$ cat config.mk
export PLATFORM = sky130hd
export DESIGN_NAME = enc_counter
export DESIGN_NICKNAME = d
export VERILOG_FILES = /design/src/design/enc_counter.v
export VERILOG_INCLUDE_DIRS = /design/src /design/src/design
export SDC_FILE = /design/constraint.sdc
export NUM_CORES = 1
export LEC_CHECK = 0
export ABC_CLOCK_PERIOD_IN_PS = 3400
export BUFFER_PORTS_ARGS = -buffer_cell sky130_fd_sc_hd__buf_2
export CAP_MARGIN = 40
export CORE_MARGIN = 2
export CORE_UTILIZATION = 40
export CTS_CLUSTER_DIAMETER = 50
export CTS_CLUSTER_SIZE = 12
export DETAILED_ROUTE_END_ITERATION = 7
export GPL_ROUTABILITY_DRIVEN = 0
export HOLD_SLACK_MARGIN = 0.05
export PLACE_DENSITY = 0.66
export SYNTH_ARGS = -nofsm -noshare
export SYNTH_HDL_FRONTEND = slang
export SYNTH_SLANG_ARGS = --single-unit
$ cat constraint.sdc
create_clock -name clk_i -period 3.4 [get_ports clk_i]
set_input_delay 0.17 -clock clk_i [delete_from_list [all_inputs] [get_ports clk_i]]
set_output_delay 0.17 -clock clk_i [all_outputs]
set_load 0.005 [all_outputs]
$ cat src/design/enc_counter_consts.vh
// Constants for the encoder counter with target compare and capture.
// Assumes a classic Wishbone slave, 32-bit data, byte addresses.
`ifndef ENC_COUNTER_CONSTS_VH
`define ENC_COUNTER_CONSTS_VH
`define NUM_COUNTERS 2
`define NUM_TARGETS 4
`define ADDR_CTRL 8'h00
`define ADDR_CFG_PEND 8'h04
`define ADDR_CFG_ACT 8'h08
`define ADDR_STATUS 8'h0C
`define ADDR_MASK 8'h10
`define ADDR_TASK 8'h14
`define ADDR_PV0 8'h20
`define ADDR_PV1 8'h24
`define ADDR_CAP_A 8'h28
`define ADDR_CAP_B 8'h2C
`define ADDR_TBL_CNT 8'h30
`define ADDR_TBL_BASE 8'h40
`define CTRL_RST0 0
`define CTRL_RST1 1
`define CTRL_GATE0 8
`define CTRL_GATE1 9
`define CTRL_APPLY 31
`define CFG_CONTINUE 0
`define CFG_CAP_SEL 1
`define CFG_RESET 2'h1
`define ST_MATCH 0
`define ST_CAP_A 1
`define ST_CAP_B 2
`define ST_BITS 3
`define MAX_RATE_HZ 100000
`define CLK_HZ 20000000
`define MIN_EDGE_CYC (`CLK_HZ / `MAX_RATE_HZ / 4)
`endif

$ cat src/design/enc_counter.v
// Two quadrature counters, target table compare on counter 0, and
// capture of a selected counter on two sensor inputs.
// Assumes Wishbone classic master and inputs synchronous to clk_i.
`timescale 1ns/100ps
`include "enc_counter_consts.vh"
module enc_counter (
    input wire clk_i,
    input wire rst_i,
    input wire cyc_i,
    input wire stb_i,
    input wire we_i,
    input wire [7:0] adr_i,
    input wire [3:0] sel_i,
    input wire [31:0] dat_i,
    output reg [31:0] dat_o,
    output reg ack_o,
    input wire [1:0] encoder_phase_a_input_i,
    input wire [1:0] encoder_phase_b_input_i,
    input wire sensor_interrupt_input_a_i,
    input wire sensor_interrupt_input_b_i,
    input wire power_cycle_i,
    output wire irq_o,
    output reg task_req_o,
    output reg [15:0] task_num_o
);

// Byte-lane merge for writes
function [31:0] merge;
    input [31:0] old;
    input [31:0] nw;
    input [3:0] be;
    integer k;
    begin
        merge = old;
        for (k = 0; k < 4; k = k + 1) begin
            if (be[k])
                merge[k*8 +: 8] = nw[k*8 +: 8];
        end
    end
endfunction

// Quadrature step: +1, -1 or 0 from old and new phase pairs
function [1:0] quad_step;
    input [1:0] prev;
    input [1:0] cur;
    begin
        case ({prev, cur})
        4'b0001, 4'b0111, 4'b1110, 4'b1000: quad_step = 2'b01;
        4'b0010, 4'b1011, 4'b1101, 4'b0100: quad_step = 2'b11;
        default: quad_step = 2'b00;
        endcase
    end
endfunction

// Sign-extend a step code to the counter width; codes are 00, 01, 11
function [31:0] step_delta;
    input [1:0] code;
    begin
        step_delta = {{30{code[1]}}, code};
    end
endfunction

// Table decode, shared by the write and read paths so that both agree
// on where entry n lives: value word at base + 8n, task word after it
function tbl_val_at;
    input [7:0] a;
    input integer n;
    begin
        tbl_val_at = ({24'h000000, a} == `ADDR_TBL_BASE + n * 8);
    end
endfunction

function tbl_task_at;
    input [7:0] a;
    input integer n;
    begin
        tbl_task_at = ({24'h000000, a} == `ADDR_TBL_BASE + n * 8 + 4);
    end
endfunction

// Register file and internal state
reg [31:0] ctrl;
reg [31:0] cfg_pend;
reg [31:0] cfg_act;
reg [`ST_BITS-1:0] status;
reg [`ST_BITS-1:0] mask;
reg [31:0] pv [0:`NUM_COUNTERS-1];
reg [1:0] ab_prev [0:`NUM_COUNTERS-1];
reg [31:0] cap_a;
reg [31:0] cap_b;
reg [7:0] tbl_cnt;
reg [31:0] tbl_val [0:`NUM_TARGETS-1];
reg [15:0] tbl_task [0:`NUM_TARGETS-1];
reg [1:0] rst_prev;
reg sens_a_prev;
reg sens_b_prev;
reg match_hit;
reg [15:0] match_task;
reg cmp_stop;
reg [1:0] pv_wr;
reg [31:0] next_dat;
// One loop index per process, so no variable has two drivers
integer i_cmp;
integer i_cnt;
integer i_wr;
integer i_rd;

// Bus decode and event sources
wire bus_req = cyc_i & stb_i & ~ack_o;
wire wr = bus_req & we_i;
wire cap_sel = cfg_act[`CFG_CAP_SEL];
wire [31:0] cap_src = cap_sel ? pv[1] : pv[0];
wire rise_a = sensor_interrupt_input_a_i & ~sens_a_prev;
wire rise_b = sensor_interrupt_input_b_i & ~sens_b_prev;
wire [`ST_BITS-1:0] events = {rise_b, rise_a, match_hit};
wire [`ST_BITS-1:0] clr_bits = (wr && adr_i == `ADDR_STATUS && sel_i[0])
    ? dat_i[`ST_BITS-1:0] : {`ST_BITS{1'b0}};

// Level interrupt; masked inputs never reach it
assign irq_o = |(status & mask);

// Table compare against counter 0, first hit wins
// Entries at or past the loaded count are ignored, so stale words
// left from an earlier table never fire
always @* begin
    match_hit = 1'b0;
    match_task = 16'h0000;
    for (i_cmp = `NUM_TARGETS - 1; i_cmp >= 0; i_cmp = i_cmp - 1) begin
        if (i_cmp < tbl_cnt && pv[0] == tbl_val[i_cmp] && !cmp_stop) begin
            match_hit = 1'b1;
            match_task = tbl_task[i_cmp];
        end
    end
end

// Software write strobe for each present value
// Writes take effect on the edge that accepts the request
always @* begin
    pv_wr[0] = wr && adr_i == `ADDR_PV0;
    pv_wr[1] = wr && adr_i == `ADDR_PV1;
end

// Counters: soft reset beats write beats gate beats counting
always @(posedge clk_i) begin
    if (rst_i) begin
        for (i_cnt = 0; i_cnt < `NUM_COUNTERS; i_cnt = i_cnt + 1) begin
            pv[i_cnt] <= 32'h00000000;
            ab_prev[i_cnt] <= 2'b00;
        end
        rst_prev <= 2'b00;
    end else begin
        rst_prev <= {ctrl[`CTRL_RST1], ctrl[`CTRL_RST0]};
        for (i_cnt = 0; i_cnt < `NUM_COUNTERS; i_cnt = i_cnt + 1) begin
            // Phases are sampled every clock: a pair that moves twice
            // between clocks is lost, so the edge rate must stay low
            ab_prev[i_cnt] <= {encoder_phase_a_input_i[i_cnt],
                encoder_phase_b_input_i[i_cnt]};
            if (ctrl[`CTRL_RST0 + i_cnt] && !rst_prev[i_cnt])
                pv[i_cnt] <= 32'h00000000; // Software-only reset
            else if (pv_wr[i_cnt])
                pv[i_cnt] <= merge(pv[i_cnt], dat_i, sel_i);
            else if (ctrl[`CTRL_GATE0 + i_cnt])
                pv[i_cnt] <= pv[i_cnt]; // Pulses ignored while gated
            else
                // Linear up/down count of x4 edges, wraps at 32 bits
                pv[i_cnt] <= pv[i_cnt] + step_delta(quad_step(
                    ab_prev[i_cnt], {encoder_phase_a_input_i[i_cnt],
                    encoder_phase_b_input_i[i_cnt]}));
        end
    end
end

// Compare halts after a soft reset of counter 0 unless continue is configured;
// a write to present value 0 re-arms it, since software has then
// set a fresh start point
always @(posedge clk_i) begin
    if (rst_i)
        cmp_stop <= 1'b0;
    else if (ctrl[`CTRL_RST0] && !rst_prev[0])
        cmp_stop <= ~cfg_act[`CFG_CONTINUE];
    else if (pv_wr[0])
        cmp_stop <= 1'b0;
end

// Sensor edge capture into separate latches
// Capture and status share one edge, so software sees both together
always @(posedge clk_i) begin
    if (rst_i) begin
        sens_a_prev <= 1'b0;
        sens_b_prev <= 1'b0;
        cap_a <= 32'h00000000;
        cap_b <= 32'h00000000;
    end else begin
        sens_a_prev <= sensor_interrupt_input_a_i;
        sens_b_prev <= sensor_interrupt_input_b_i;
        if (rise_a)
            cap_a <= cap_src;
        if (rise_b)
            cap_b <= cap_src;
    end
end

// Task request pulse; a match that lingers repeats each cycle, so
// software should act once per rising request
always @(posedge clk_i) begin
    if (rst_i) begin
        task_req_o <= 1'b0;
        task_num_o <= 16'h0000;
    end else begin
        task_req_o <= match_hit;
        if (match_hit)
            task_num_o <= match_task;
    end
end

// Sticky status; a set in the clearing cycle wins
// so that an event is never lost to a late clear
always @(posedge clk_i) begin
    if (rst_i)
        status <= {`ST_BITS{1'b0}};
    else
        status <= (status & ~clr_bits) | events;
end

// Register writes; the table is count first, then value and task
always @(posedge clk_i) begin
    if (rst_i) begin
        ctrl <= 32'h00000000;
        cfg_pend <= {30'h00000000, `CFG_RESET};
        cfg_act <= {30'h00000000, `CFG_RESET};
        mask <= {`ST_BITS{1'b0}};
        tbl_cnt <= 8'h00;
        for (i_wr = 0; i_wr < `NUM_TARGETS; i_wr = i_wr + 1) begin
            tbl_val[i_wr] <= 32'h00000000;
            tbl_task[i_wr] <= 16'h0000;
        end
    end else begin
        // Pending settings only take hold on a power cycle
        if (power_cycle_i)
            cfg_act <= cfg_pend;
        if (wr) begin
            case (adr_i)
            `ADDR_CTRL: ctrl <= merge(ctrl, dat_i, sel_i);
            `ADDR_CFG_PEND: cfg_pend <= merge(cfg_pend, dat_i, sel_i);
            `ADDR_MASK:
                if (sel_i[0])
                    mask <= dat_i[`ST_BITS-1:0];
            `ADDR_TBL_CNT:
                if (sel_i[0])
                    tbl_cnt <= dat_i[7:0];
            default: begin
                // Table words decode through the shared slot functions
                for (i_wr = 0; i_wr < `NUM_TARGETS; i_wr = i_wr + 1) begin
                    if (tbl_val_at(adr_i, i_wr))
                        tbl_val[i_wr] <= merge(tbl_val[i_wr], dat_i, sel_i);
                    if (tbl_task_at(adr_i, i_wr) && sel_i[0] && sel_i[1])
                        tbl_task[i_wr] <= dat_i[15:0];
                end
            end
            endcase
        end
    end
end

// Read mux; unmapped addresses read zero
always @* begin
    next_dat = 32'h00000000;
    case (adr_i)
    `ADDR_CTRL: next_dat = ctrl;
    `ADDR_CFG_PEND: next_dat = cfg_pend;
    `ADDR_CFG_ACT: next_dat = cfg_act;
    `ADDR_STATUS: next_dat = {29'h00000000, status};
    `ADDR_MASK: next_dat = {29'h00000000, mask};
    `ADDR_TASK: next_dat = {16'h0000, task_num_o};
    `ADDR_PV0: next_dat = pv[0];
    `ADDR_PV1: next_dat = pv[1];
    `ADDR_CAP_A: next_dat = cap_a;
    `ADDR_CAP_B: next_dat = cap_b;
    `ADDR_TBL_CNT: next_dat = {24'h000000, tbl_cnt};
    default: begin
        for (i_rd = 0; i_rd < `NUM_TARGETS; i_rd = i_rd + 1) begin
            if (tbl_val_at(adr_i, i_rd))
                next_dat = tbl_val[i_rd];
            if (tbl_task_at(adr_i, i_rd))
                next_dat = {16'h0000, tbl_task[i_rd]};
        end
    end
    endcase
end

// One-wait-state acknowledge, dropped the cycle after
// Read data is registered with ack, so the mux has a full cycle
always @(posedge clk_i) begin
    if (rst_i) begin
        ack_o <= 1'b0;
        dat_o <= 32'h00000000;
    end else begin
        ack_o <= bus_req;
        if (bus_req && !we_i)
            dat_o <= next_dat;
    end
end

endmodule // enc_counter

==> results.sh <==
export IMPL_drc=1
export IMPL_fillers=5985
export IMPL_clock_fmax_ghz=0.280
export IMPL_wirelength_um=103000
export IMPL_rsz0062_at_grt="yes"
export IMPL_peakVddDrop_uv=381
export IMPL_pwr_share_comb_pct=22.4
export IMPL_grt_usage_pct=28.8
export IMPL_post_place_ws_ps=-450
export IMPL_drive_gt1_share_pct=18.2
export IMPL_post_route_period_util_pct=105
export IMPL_cts_max_path_buffers=3
export IMPL_rows=94
export IMPL_ys_seq_area_share_pct=46.1
export IMPL_clkTransAtPathRegs_ps=60
export IMPL_worstHoldPathType="input pin to flop"
export IMPL_final_nets=3177
export IMPL_fin_area_sq_um=32300
export IMPL_synthesis_nets=2952
export IMPL_end_kind="flop"
export IMPL_arrival_ps=3950
export IMPL_antenna_found_initial=2
export IMPL_clk_latency_ps=640
export IMPL_die_x_um=263
export IMPL_switching_share_pct=32.2
export IMPL_synth_top_cell_area_share_pct=28.7
export IMPL_yosysTopAreaCell="edfxtp_1"
export IMPL_crit_fanout=12
export IMPL_start_util_pct=40.6
export IMPL_max_slew_worst_pin_slew_ps=1000
export IMPL_place_area_sq_um=29600
export IMPL_grt_max_degree=91
export IMPL_grt_pass1_wl_um=152000
export IMPL_ant_nets=0
export IMPL_syn_avg_cell_area_sq_um=9.48
export IMPL_dp_cells=3800
export IMPL_rr_worst_depth=14
export IMPL_vias_per_cell=6.23
export IMPL_violations="design-rule violations, negative setup slack"
export IMPL_grt_ovfl_total=0
export IMPL_synthTopCellsByArea="edfxtp_1 (29%), dfxtp_1 (17%), xor2_1 (4.5%)"
export IMPL_drt_iter0_drc=3238
export IMPL_cellPowerDensity_nw_per_um2=529
export IMPL_setup_tns_ps=-1830
export IMPL_core_area_sq_um=66000
export IMPL_area_growth_pct=20.6
export IMPL_cts_buffers=57
export IMPL_ios=107
export IMPL_wl_per_cell_um=26.1
export IMPL_layout_setup_ws_ps=-166
export IMPL_dp_hpwl_um=74000
export IMPL_outcome="finished, violations left"
export IMPL_dr_pass1_iters=8
export IMPL_power_frac_seq_pct=42.6
export IMPL_whs_ps=92.6
export IMPL_vias=24600
export IMPL_start_kind="flop"
export IMPL_finClkSkew_ps=28.6
export IMPL_multi_input_area_sq_um=14000
export IMPL_hold_viol=0
export IMPL_clock_sinks=489
export IMPL_p_int_mw=11.6
export IMPL_layout_cells_non_filler=3954
export IMPL_slew_viol_final=0
export IMPL_p_leak_nw=12.4
export IMPL_finalPower_mw=17.1
export IMPL_regArea_sq_um=12400
export IMPL_grt_pass1_vias=23700
export IMPL_cts_tree="done"
export IMPL_maxCapViolations=0
export IMPL_utilization_pct=48.9
export IMPL_whs_path_depth=3
export IMPL_syn_cell_area_sq_um=26800
export IMPL_period_minus_slack_ps=3570
export IMPL_root_buffer="clkbuf_16"
export IMPL_setup_viol=23
export IMPL_worstPathRequired_ps=3790
export IMPL_portBuffers=106
export IMPL_die_y_um=263
export IMPL_synth_warnings=0
export IMPL_syn_inst=2822
export IMPL_synth_ff_type="edfxtp_1"
export IMPL_pwr_share_clk_pct=35.0
export IMPL_relSlewSlack_pct=33.0
export IMPL_die_area_sq_um=69000
export IMPL_yosysUniqueCellTypes=74
export IMPL_critical_path_class="flop to flop"
export IMPL_power_switching_mw=5.50
export IMPL_ys_ff_latch=489
export IMPL_synth_edf_count=256
export IMPL_htreeDepth=2
export IMPL_async_reset_ff_share_pct=0
placed cells by master (no fill, tap or decap), types with 105 or more instances in the layout:
cell type and count:
edfxtp_1 256, nand2_1 245, dfxtp_1 230, nor2_1 220, buf_4 208, a21oi_1 197, and2_1 189, xor2_1 137
a22oi_1 136, nand3_1 124, buf_2 105
worst max-delay path, stage by stage (launching register included):
cell      delay (ps)
dfxtp_2          340
mux4_2           540
buf_12           190
ha_4             240
nor2b_2          160
o31a_1           260
o2111a_2         290
o211ai_1         300
a21oi_2          120
o22ai_2          170
o211ai_1         120
buf_4            160
buf_4            130
o211ai_1         180
nand3b_1          90
worst paths after layout:
kind / start / end / slack [ps]
max: ab_prev[0][3] / pv[1][30] / -170
min: dat_i[1] / cfg_pend[1] / 90
max reg2reg: ab_prev[0][3] / pv[1][30] / -170
min reg2reg: ctrl[18] / ctrl[18] / 460
synthesized netlist by cell type (4+ instances only):
library cell,n
xor2_1,137
inv_1,37
nand3_1,125
clkbuf_1,149
nand4_1,17
and4_1,17
nor2b_1,15
a2111oi_0,5
o21ai_1,6
a31oi_1,26
a222oi_1,9
a22oi_1,136
o211ai_1,12
dfxtp_1,233
a21o_1,55
nor4_1,42
a22o_1,28
a311oi_1,18
nor4_4,4
nor3_1,58
or2_2,7
nand3b_1,5
and2_1,190
a21oi_1,212
buf_1,13
o31ai_1,4
nor2_1,236
nand2b_1,9
mux2i_1,80
buf_2,37
a211oi_1,87
or2_1,13
nand2_1,245
ha_1,72
and3_1,8
edfxtp_1,256
or3_1,6
o21ai_0,81
buf_6,9
o21a_1,12
xnor2_1,39
a221oi_1,11
o21bai_1,9
metal layers:
| metal | vias to the layer above | track usage, % | wire [um] |
|---|---|---|---|
| met4 | 2 | 14.6 | 5720 |
| met1 | 11900 | 37.5 | 39500 |
| met3 | 309 | 6.97 | 12400 |
| met5 | - | 0 | 13 |
| li1 | 10800 | - | - |
| met2 | 1629 | 44.4 | 45400 |
kinds of logic after synthesis:
logic type,synth area share (%)
simple gates,18.7
buf+inv,3.95
compound gates,18.7
fa+ha+maj,3.52
flops,46.1
mux,3.29
xor+xnor,5.76
flip-flops by register name (all words and copies together), names as in the netlist, 2 cells and up:
name	flops
ab_prev	4
cap_a	32
cap_b	32
cfg_act	32
cfg_pend	32
ctrl	32
dat_o	32
mask	3
pv	64
rst_prev	2
status	3
task_num_o	16
tbl_cnt	8
tbl_task	64
tbl_val	128
layout make-up:
type,instances,share of cell area (%)
repair buffers,377,8.96
inverters,37,0.446
multi-input cells,2085,43.4
diodes,1,0.00775
well taps,864,3.35
clock inverters,24,0.612
clock buffers,77,4.91
flip-flops and latches,489,38.3
timing repair:
item	CTS	global route
gates cloned	0	1
setup buffers	4	5
gates resized for setup	34	58
hold buffers	43	0
endpoints found under the hold margin	157	0
pin swaps	20	31
setup endpoints to repair	18	29
power groups by stage:
stage / registers, mW / logic [mW] / clock network, mW
floorplan: 6.93 / 2.30 / 0
global placement: 7.35 / 3.32 / 0
detailed placement: 7.36 / 3.43 / 0
CTS: 7.24 / 3.58 / 6.00
global route: 7.28 / 4.08 / 6.20
finish: 7.28 / 3.82 / 5.98
No activity file was read; power rests on OpenSTA's default activity.
